`src/rcf_pkg.sv`:
```
/*
 * rcf_pkg: constants for the reset cause flag register block.
 * Assumes a single 40 MHz clock and a plain address/strobe register port.
 */
package rcf_pkg;
    localparam logic [3:0] RCF_ADDR_FLAGS = 4'h0;    // flag register offset
    localparam int RCF_BIT_IO_POR = 31;              // io_supply_por_flag
    localparam int RCF_BIT_CORE_POR = 30;            // core_supply_por_flag
    localparam int RCF_BIT_BK_POR = 17;              // backup_domain_por_flag
    localparam int RCF_BIT_BK_EXIT = 16;             // backup exit flag
    localparam int RCF_BIT_DEEP_SLEEP = 10;          // deep_sleep_flag
    localparam int RCF_BIT_CFG_MISMATCH = 9;         // config_mismatch_flag
    localparam int RCF_BIT_PIN_RESET = 7;            // pin_reset_flag
    localparam int RCF_BIT_SOFT_RESET = 6;           // soft_reset_flag
    localparam logic [31:0] RCF_IMPL_MASK = 32'hc003_06ff; // implemented bits
    localparam logic [31:0] RCF_RESET_VAL = 32'h0003_0003; // value after power-on
endpackage : rcf_pkg

```
`src/rcf_reset_cause.sv`:
```
/*
 * rcf_reset_cause: 32-bit sticky reset cause flag register.
 * Assumes event inputs are one-cycle or level pulses synchronous to clk,
 * and rstn is the power-on reset of the always-on domain only.
 */
`timescale 1ns/10ps
module rcf_reset_cause
    import rcf_pkg::*;
(
    input wire logic clk,              // 40 MHz system clock
    input wire logic rstn,             // async active-low power-on reset
    input wire logic [3:0] addr,       // register address
    input wire logic [31:0] wdata,     // write data
    input wire logic wr,               // write strobe
    input wire logic rd,               // read strobe
    input wire logic [31:0] hw_set,    // hardware event per flag bit
    output logic [31:0] rdata,         // read data, one cycle after rd
    output logic [31:0] flags          // live flag value
);
    logic [31:0] flag_q;               // stored flags
    logic boot_q;                      // high for the first cycle after reset
    wire hit = addr == RCF_ADDR_FLAGS; // address decode
    wire wr_hit = wr & hit;            // write to flag register
    wire rd_hit = rd & hit;            // read of flag register
    wire [31:0] set_m = hw_set & RCF_IMPL_MASK; // only implemented bits set
    wire [31:0] rd_val = hit ? flag_q : 32'h0000_0000; // unmapped reads zero
    wire [31:0] next_flags;            // value stored at the next edge

    // one cell per bit: a write only stores the bit, it never starts a reset,
    // and a hardware set in the same cycle beats a clearing write
    for (genvar gi = 0; gi < 32; gi++) begin : g_cell
        if (RCF_IMPL_MASK[gi]) begin : g_impl
            // implemented: set, else written value, else hold
            assign next_flags[gi] = set_m[gi] | (wr_hit ? wdata[gi] : flag_q[gi]);
        end else begin : g_none
            // unimplemented: tied low, writes have no effect
            assign next_flags[gi] = 1'b0;
        end
    end

    // flag storage, hardware set wins over software clear
    always_ff @(posedge clk or negedge rstn) begin
        if (!rstn) begin
            flag_q <= RCF_RESET_VAL;
        end else begin
            flag_q <= next_flags;
        end
    end

    // read port and mirror outputs
    always_ff @(posedge clk or negedge rstn) begin
        if (!rstn) begin
            rdata <= 32'h0000_0000;
            flags <= RCF_RESET_VAL;
        end else begin
            rdata <= rd ? rd_val : 32'h0000_0000;
            flags <= next_flags;
        end
    end

    // first-cycle marker used only by the reset-value check
    always_ff @(posedge clk or negedge rstn) begin
        if (!rstn) begin
            boot_q <= 1'b1;            // set while in reset
        end else begin
            boot_q <= 1'b0;            // cleared at the first edge after release
        end
    end
endmodule // rcf_reset_cause

```
`config.mk`:
```
export PLATFORM = sky130hd
export DESIGN_NAME = rcf_reset_cause
export DESIGN_NICKNAME = d
export VERILOG_FILES = /design/src/rcf_pkg.sv /design/src/rcf_reset_cause.sv
export SDC_FILE = /design/constraint.sdc
export NUM_CORES = 1
export LEC_CHECK = 0
export BUFFER_PORTS_ARGS = -buffer_cell sky130_fd_sc_hd__buf_4
export CORE_MARGIN = 2
export CORE_UTILIZATION = 35
export CTS_CLUSTER_SIZE = 16
export DETAILED_ROUTE_END_ITERATION = 10
export PLACE_DENSITY_LB_ADDON = 0.25
export SETUP_SLACK_MARGIN = 0.2
export SYNTH_ARGS = -nofsm -noshare
export SYNTH_HDL_FRONTEND = slang
export SYNTH_SLANG_ARGS = --single-unit
```
`constraint.sdc`:
```
create_clock -name clk -period 0.87 [get_ports clk]
set_input_delay 0.174 -clock clk [delete_from_list [all_inputs] [get_ports clk]]
set_output_delay 0.174 -clock clk [all_outputs]
set_load 0.005 [all_outputs]
```
# Yosys cells after proc, flatten, opt, wreduce, memory -nomap -nowiden
# Index checks and enable logic that the tools add are counted.
# op_classes
reduce_logical	1
muxes	16
bitwise	15
# ops
operator	n
$mux W32	2
$mux W1	14
$or A1 B1 Y1	14
$logic_not A4 Y1	1
$and A1 B1 Y1	1
# word_totals
ff_bits	46
wordCells	34
input_bits	72

# Depth between registers and ports, before layout
# Gate-level depths: netlist (run 1).
# logic_depth
depth_word	4
mapped_depth	5
mapped_depth_nobuf	3

# Least setup slack after synthesis (run 1)
# No wires, ideal clock.
# synth_path
path_type	in2reg
startpoint	input port addr[1]
endpoint	register flags[10]
path_slack_ns	-0.352
stages	5
arrival_time_ns	1.098
path_cell_list	nor4_2 buf_4 nand2_4 buf_6 a211o_1
# synth_via
elab_chain_len	4
# synth_rtl
item	line_no	source
start: declaration	rcf_reset_cause.sv:12	input wire logic [3:0] addr,
$logic_not A4 Y1	rcf_reset_cause.sv:22	wire hit = addr == RCF_ADDR_FLAGS;
$and A1 B1 Y1	rcf_reset_cause.sv:23	wire wr_hit = wr & hit;
$mux W1	rcf_reset_cause.sv:34	assign next_flags[gi] = set_m[gi] | (wr_hit ? wdata[gi] : flag_q[gi]);
$or A1 B1 Y1	rcf_reset_cause.sv:34	
named net next_flags[10]	rcf_reset_cause.sv:27	wire [31:0] next_flags;
end signal: assignment	rcf_reset_cause.sv:57	flags <= next_flags;
end: declaration	rcf_reset_cause.sv:18	output logic [31:0] flags
# The timed path passes the listed nets, and every way through them passes these cells.

# Final worst setup path (run 1)
# layout_path
startpoint	register flags[0]
endpoint	output port flags[0]
# No word-level cell between the ends.

==> out/metrics.csv, run 1 <==
metric,value,unit
Int Power,0.001956,W
Reg power frac,53.5,%
H-tree Lvls,1,
DRT Wirelength,3485,µm
switching power,0.0005582,W
mapped cell area,1336,µm²
CP max-delay cell,dfstp_2,
fin util,60.49,%
r2r endpoint,rdata[0]$_DFF_PN0_,
total grt overflow,0,
FF-to-FF path depth,4,
overall power,0.002514,W
WP data required,0.70,ns
Placer Congestion,0.6324,
failing checks,"negative hold slack, negative setup slack",
CP Cell Sequence,buf_6,
Syn. warnings,0,
Fill cells,298,
Clock Path Buffers,2,
Rows,22,
Setup WS post-layout,-0.2179,ns
# IOs,136,
final setup violation count,56,
P_leak,1.133,nW
max_cap viols,0,
HP Class,in2async,
Critical Path Max Stage Delay,0.56,ns
core area,3661,µm²
wire per inst,14.17,µm
fin nets,271,
Num CTS Buffers,3,
Synth Register Bits,28,
port buffer count,63,
hold violation count in the final report,24,
vias in the first global route,1071,
register area share after synthesis,52.81,%
Total GRT Usage,15.68,%
chip height,65.79,µm
Reg-to-Reg Start,flags[0]$_DFF_PN1_,
Max Fclk,919.2,MHz
largest net degree at the start of global routing,29,
dpl ws,-0.4236,ns
vias per inst,4.439,
drt initial violations,45,
Crit Path Class,reg2out,
total negative slack,-5.106,ns
WP data arrival,0.91,ns
RSZ-0062 raised after global routing,yes,
clock skew,0.005306,ns
"commonest non-fill, non-tap cell in the layout",buf_6,
min Tclk post-route,1.088,ns
crit-path max FO,2,
Total Die Area,4328,µm²
Comb power frac,15.6,%
Synth cell types,11,
fin. max-slew vios,0,
Setup crit end kind,primary output,
Worst R2R Setup Slack,-0.17,ns
Buf/Inv on CP,1,
first-pass GRT wire length,5078,µm
Post-Syn Instances,115,
Starting Density,36.50,%
post-DP HPWL,2144,µm
final worst-path cycle share,125.1,%
P&R area growth vs syn,65.73,%
"antenna viol nets, final",0,
DIE WIDTH,65.79,µm
worst skew pair latency,0.27,ns
ANT cells,0,
VDD IR max,580.1,µV
CTS tree,done,
syn_area_per_cell,11.62,µm²
Root Buffer,clkbuf_8,
routed vias,1092,
clock sink total,28,
DRC viols,0,
nature of the critical path startpoint,register,
"CTS clk-pin slew, worst paths",0.09,ns
Sw Share,22.20,%
WHS,-0.1952,ns
clock share of power,30.9,%
status,"finished, violations left",
power per cell area,1135,nW/µm²
share of layout cells above drive strength 1,52.53,%
DRT Pass-1 Iters,4,
most frequent cells in the layout,"41 x buf_6, 39 x buf_4, 36 x conb_1",
initial antenna violation count,0,
cell family with most CP delay,flip-flops,
[power by group through the flow]
stage | registers [W] | logic (W) | clock network (W)
after floorplan | 0.00137 | 0.000199 | 0
after global placement | 0.00137 | 0.000284 | 0
after detailed placement | 0.00137 | 0.000287 | 0
after CTS | 0.00134 | 0.000374 | 0.000797
after global routing | 0.00135 | 0.000423 | 0.000867
final | 0.00135 | 0.000391 | 0.000777
[cells in the mapped netlist]
master / number / area (µm²)
buf_4: 37 / 277.8
nand2_4: 1 / 11.26
clkbuf_1: 3 / 11.26
and3_1: 28 / 175.2
nor4_2: 1 / 12.51
clkbuf_2: 1 / 5.000
buf_6: 1 / 11.26
dfrtp_1: 24 / 600.6
conb_1: 1 / 3.750
dfstp_2: 4 / 105.1
a211o_1: 14 / 122.6
[worst max path at each step]
stage,to,from,slack [ns],cells past startpoint
2_1_floorplan,flags[10]$_DFF_PN0_,addr[2],-0.29,5
3_3_place_gp,flags[5]$_DFF_PN0_,addr[2],-0.39,5
3_5_place_dp,flags[10]$_DFF_PN0_,addr[2],-0.42,5
4_1_cts,flags[0],flags[0]$_DFF_PN1_,-0.22,1
5_1_grt,flags[0],flags[0]$_DFF_PN1_,-0.26,1
6_report,flags[0],flags[0]$_DFF_PN1_,-0.22,1
[state kept, by name (all words and copies together), names as in the netlist]
register / count
rdata: 14
flags: 14
[cells by family after synthesis]
logic type,count (synthesis),synth area share (%)
flops,28,52.81
compound gates,14,9.176
buf+inv,42,22.85
simple gates,30,14.89
other cells,1,0.2806
[through the flow]
stage,cells,instance area [µm²],hold slack [ns]
global route,246,2215,-0.1826
global placement,220,1712,0.1050
floorplan,150,1476,-0.1216
CTS,245,2155,-0.1846
finish,246,2215,-0.1952
detailed placement,220,1712,0.1083
[repair_timing]
item | 4_1_cts | 5_1_grt
cloned | 4 | 0
setup buffers | 17 | 1
pin swaps | 10 | 14
endpoints found under the setup margin | 56 | 56
hold endpoints to repair | 24 | 24
gates resized for setup | 50 | 9
[routing by layer]
layer  track usage (%)  share of wire (%)  up-vias
li1                  -                  -      495
met1             19.06                 39      525
met2             27.40                 50       68
met3             3.748                 10        4
met4             4.688                1.3        0
met5                 0                  0        -
[cell type report]
class | instances | area (µm²) | share of cell area (%)
Multi-Input combinational cell | 81 | 534.3 | 24.12
Tap cell | 48 | 60.06 | 2.712
Timing Repair Buffer | 85 | 859.6 | 38.81
Sequential cell | 28 | 705.7 | 31.86
Clock buffer | 4 | 55.05 | 2.486
Power figures use the tool's default switching activity.
==> inputs of run 2 (changes only) <==
--- a/config.mk
+++ b/config.mk
@@ -11,6 +11,7 @@
 export CTS_CLUSTER_SIZE = 16
 export DETAILED_ROUTE_END_ITERATION = 10
 export PLACE_DENSITY_LB_ADDON = 0.25
+export RECOVER_POWER = 100
 export SETUP_SLACK_MARGIN = 0.2
 export SYNTH_ARGS = -nofsm -noshare
 export SYNTH_HDL_FRONTEND = slang
==> run 2 against run 1 <==
Effect of this change:
- the flow still finishes with violations (negative hold slack, negative setup slack)
- clock skew did not move
- combinational power about the same
- via count did not move
- first-iteration DRC count is the same
- sequential cell count unchanged
- routed wire length hardly changed
- fmax is the same
- sequential power about the same
- register-to-register slack barely moved
- total power about the same
- global-route usage unchanged
- non-clock buffer count is the same
==> out/metrics.csv, run 2 (same netlist as run 1, synthesis figures left out) <==
metric,value,unit
worst skew pair latency,0.27,ns
hold violation count in the final report,24,
Crit. path cell count,1,
cell family with most CP delay,flip-flops,
Worst R2R Setup Slack,-0.17,ns
P_leak,1.132,nW
Starting Density,36.50,%
initial antenna violation count,0,
most frequent cells in the layout,"41 x buf_6, 38 x buf_4, 36 x conb_1",
final setup violation count,56,
crit-path max FO,2,
status,"finished, violations left",
highest metal used,met4,
DRT Wirelength,3484,µm
Placer Congestion,0.6324,
DRT met1 WL,1344,µm
VDD IR max,580.0,µV
# IOs,136,
CTS tree,done,
vias per inst,4.439,
CP max-delay cell,dfstp_2,
power per cell area,1136,nW/µm²
Setup crit end kind,primary output,
Rows,22,
max_slew headroom,55.58,%
Max Fclk,919.2,MHz
Crit Path Class,reg2out,
clock skew,0.005306,ns
dpl ws,-0.4236,ns
crit path capture,flags[0],
Num CTS Buffers,3,
RSZ-0062 raised after global routing,yes,
Reg-to-Reg Start,flags[0]$_DFF_PN1_,
P&R area growth vs syn,65.54,%
share of layout cells above drive strength 1,52.53,%
DRC viols,0,
DR WL met2,1742,µm
min Tclk post-route,1.088,ns
biggest regs,"flags: 14 flops, rdata: 14 flops",
Setup WS post-layout,-0.2179,ns
post-DP HPWL,2144,µm
CP Cell Sequence,buf_6,
failing checks,"negative hold slack, negative setup slack",
vias in the first global route,1071,
final worst-path cycle share,125.1,%
FF-to-FF path depth,4,
"CTS clk-pin slew, worst paths",0.09,ns
WHS,-0.07313,ns
Total GRT Usage,15.68,%
DIE WIDTH,65.79,µm
fin nets,271,
Total Die Area,4328,µm²
core area,3661,µm²
WP data arrival,0.91,ns
"commonest non-fill, non-tap cell in the layout",buf_6,
fin. max-slew vios,0,
HP Class,in2async,
max_cap viols,0,
Clock Path Buffers,2,
clock sink total,28,
largest net degree at the start of global routing,29,
met3 WL,350,µm
drt initial violations,45,
H-tree Lvls,1,
Root Buffer,clkbuf_8,
chip height,65.79,µm
first-pass GRT wire length,5078,µm
routed vias,1092,
fin util,60.42,%
ANT cells,0,
wire per inst,14.16,µm
"antenna viol nets, final",0,
r2r endpoint,rdata[0]$_DFF_PN0_,
Buf/Inv on CP,1,
Critical Path Max Stage Delay,0.56,ns
Worst Tran Pin Value,0.6663,ns
WP data required,0.70,ns
nature of the critical path startpoint,register,
Setup crit start,flags[0]$_DFF_PN1_,
DRT Pass-1 Iters,4,
port buffer count,63,
total grt overflow,0,
==> run 2: changes by cell type in the layout (fill, tap and decap cells not counted), sizes merged <==
cell | before | now
clkbuf | 4 | 5
buf | 85 | 84
==> run 2: per-stage QoR <==
step / instances / cell area (µm²) / hold slack (ns) / power, W / TNS (ns)
after detailed placement: 220 / 1712 / 0.1083 / 0.001655 / -9.954
after floorplan: 150 / 1476 / -0.1216 / 0.001567 / -5.607
after global placement: 220 / 1712 / 0.1050 / 0.001651 / -9.469
final: 246 / 2212 / -0.07313 / 0.002513 / -5.106
after global routing: 246 / 2212 / -0.02646 / 0.002636 / -6.576
after CTS: 245 / 2155 / -0.1846 / 0.002516 / -4.430
==> run 2: where the power goes <==
| part | internal [W] | total [W] | switching, W |
|---|---|---|---|
| clock network | 0.000404 | 0.000777 | 0.000373 |
| logic | 0.000222 | 0.000389 | 0.000168 |
| registers | 0.00133 | 0.00135 | 0.0000176 |
==> run 2: area by class of cell <==
cell class	instances	area [µm²]
clock buffer	4	55.05
fill	299	1449
multi-input combinational	81	534.3
sequential	28	705.7
tap	48	60.06
timing repair buffer	85	857.1
==> run 2: layer usage <==
metal	global-route usage (%)	up-vias
met1	19.06	525
met2	27.40	68
met5	0	-
li1	-	495
met3	3.748	4
met4	4.688	0
==> run 2: worst min-delay path by stage <==
stage                     start             endpoint  slack [ns]
after floorplan            rstn  flags[10]$_DFF_PN0_       -0.12
after global placement     rstn   rdata[2]$_DFF_PN0_        0.10
after detailed placement   rstn   rdata[4]$_DFF_PN0_        0.11
after CTS                  rstn   rdata[6]$_DFF_PN0_       -0.18
after global routing       rstn   flags[4]$_DFF_PN0_       -0.03
final                      rstn   rdata[2]$_DFF_PN0_       -0.07
==> run 2: repair_timing <==
| action | 4_1_cts | 5_1_grt |
|---|---|---|
| endpoints found under the setup margin | 56 | 56 |
| gates resized for setup | 50 | 9 |
| pin swaps | 10 | 14 |
| hold endpoints to repair | 24 | 24 |
| cloned | 4 | 0 |
| buffers inserted | 17 | 1 |
==> inputs of run 3 (changes only) <==
==> constraint.sdc (replaced) <==
create_clock -name clk -period 0.87 [get_ports clk]
set_input_delay 0.1305 -clock clk [delete_from_list [all_inputs] [get_ports clk]]
set_output_delay 0.1305 -clock clk [all_outputs]
set_load 0.005 [all_outputs]
==> run 3 against run 2 <==
Effect of this change:
- the run ends with negative setup slack left
- clock power grew 0.6%
- combinational power shrank 5.7%
- routed wire length shrank 3.2%
- clock skew shrank 0.0042 ns
- critical path type unchanged
- critical endpoint unchanged
- largest cell class unchanged
==> out/metrics.csv, run 3 (same netlist as run 1, synthesis figures left out) <==
metric,value,unit
status,"finished, violations left",
failing checks,negative setup slack,
post-DP HPWL,2131,µm
worst hold path startpoint,hw_set[2],
Hold Path Stages,2,
WP data required,0.74,ns
share of layout cells above drive strength 1,49.48,%
total grt overflow,0,
largest net degree at the start of global routing,29,
DRC viols,0,
drt initial violations,119,
WP data arrival,0.92,ns
Setup crit end kind,primary output,
nature of the critical path startpoint,register,
wire per inst,14.05,µm
ANT cells,0,
"CTS clk-pin slew, worst paths",0.09,ns
Worst R2R Setup Slack,-0.16,ns
chip height,65.79,µm
DRT Pass-1 Iters,4,
vias per inst,4.433,
clock sink total,28,
P_leak,1.097,nW
hold violation count in the final report,0,
fin util,57.86,%
Crit Path Class,reg2out,
# IOs,136,
GR peak layer,met2,
Critical Path Max Stage Delay,0.56,ns
DP Area,1712,µm²
P&R area growth vs syn,58.52,%
Rows,22,
fin. max-slew vios,0,
clock skew,0.001112,ns
Clock Path Buffers,2,
DIE WIDTH,65.79,µm
Num CTS Buffers,3,
met3 Track Usage GR,3.407,%
most frequent cells in the layout,"38 x buf_6, 36 x conb_1, 36 x buf_4",
port buffer count,63,
vias in the first global route,1080,
CP Cell Sequence,buf_6,
max_cap viols,0,
FF-to-FF path depth,4,
placed cell count,220,
CTS tree,done,
biggest regs,"flags: 14 flops, rdata: 14 flops",
power per cell area,1178,nW/µm²
"commonest non-fill, non-tap cell in the layout",buf_6,
min Tclk post-route,1.053,ns
Root Buffer,clkbuf_8,
post-route cell area,2118,µm²
r2r endpoint,flags[0]$_DFF_PN1_,
H-tree Lvls,1,
grt met2 use,26.89,%
crit-path max FO,2,
Placer Congestion,0.6322,
VDD IR max,536.2,µV
Reg-to-Reg Start,flags[0]$_DFF_PN1_,
initial antenna violation count,0,
Setup WS post-layout,-0.1829,ns
Max Fclk,949.8,MHz
Worst Hold Path EP,flags[2]$_DFF_PN0_,
HP Class,in2reg,
core area,3661,µm²
Buf/Inv on CP,1,
DRT Wirelength,3372,µm
CP max-delay cell,dfstp_2,
Finished Layout Cells,240,
"antenna viol nets, final",0,
Starting Density,36.50,%
met1 usage,19.67,%
first-pass GRT wire length,5085,µm
Total Die Area,4328,µm²
Total GRT Usage,15.96,%
fin nets,265,
worst skew pair latency,0.27,ns
routed vias,1064,
cell family with most CP delay,flip-flops,
RSZ-0062 raised after global routing,yes,
final setup violation count,52,
final worst-path cycle share,121.0,%
run 3: cell type report:
class                      count  area [µm²]
fill                         325        1543
timing repair buffer          79       773.2
sequential                    28       705.7
multi-input combinational     81       524.3
tap                           48       60.06
clock buffer                   4       55.05
run 3: how the worst max path moves through the flow:
stage | from | to | slack, ns | depth (start not counted)
final | flags[0]$_DFF_PN1_ | flags[0] | -0.18 | 1
after global routing | flags[0]$_DFF_PN1_ | flags[0] | -0.21 | 1
after CTS | flags[0]$_DFF_PN1_ | flags[0] | -0.18 | 1
after detailed placement | addr[2] | flags[3]$_DFF_PN0_ | -0.38 | 5
after global placement | addr[2] | flags[5]$_DFF_PN0_ | -0.35 | 5
after floorplan | addr[2] | flags[10]$_DFF_PN0_ | -0.25 | 5
run 3: per-layer routing:
metal / up-vias / wire length, µm
li1: 483 / -
met1: 506 / 1285
met2: 71 / 1716
met3: 4 / 337
met4: 0 / 34
met5: - / 0
run 3: through the flow:
stage	TNS, ns	hold slack, ns	total power (W)	setup slack, ns
finish	-2.854	0.04545	0.002495	-0.1829
global route	-4.334	0.04219	0.002616	-0.2127
floorplan	-4.482	-0.1651	0.001567	-0.2471
CTS	-2.644	0.03928	0.002503	-0.1780
global placement	-8.251	0.06149	0.001651	-0.3463
detailed placement	-8.711	0.06625	0.001655	-0.3760
run 3: power breakdown:
part / switching (W) / internal [W] / leakage [nW] / total, W
logic: 0.000161 / 0.000206 / 0.743 / 0.000367
clock network: 0.000377 / 0.000404 / 0.0288 / 0.000782
registers: 0.0000182 / 0.00133 / 0.325 / 0.00135
run 3: timing repair:
action	CTS	global route
gates resized for setup	46	8
endpoints found under the hold margin	24	0
hold buffers	1	0
setup endpoints to repair	56	56
setup buffers	10	1
pin swaps	9	11
gates cloned	4	0
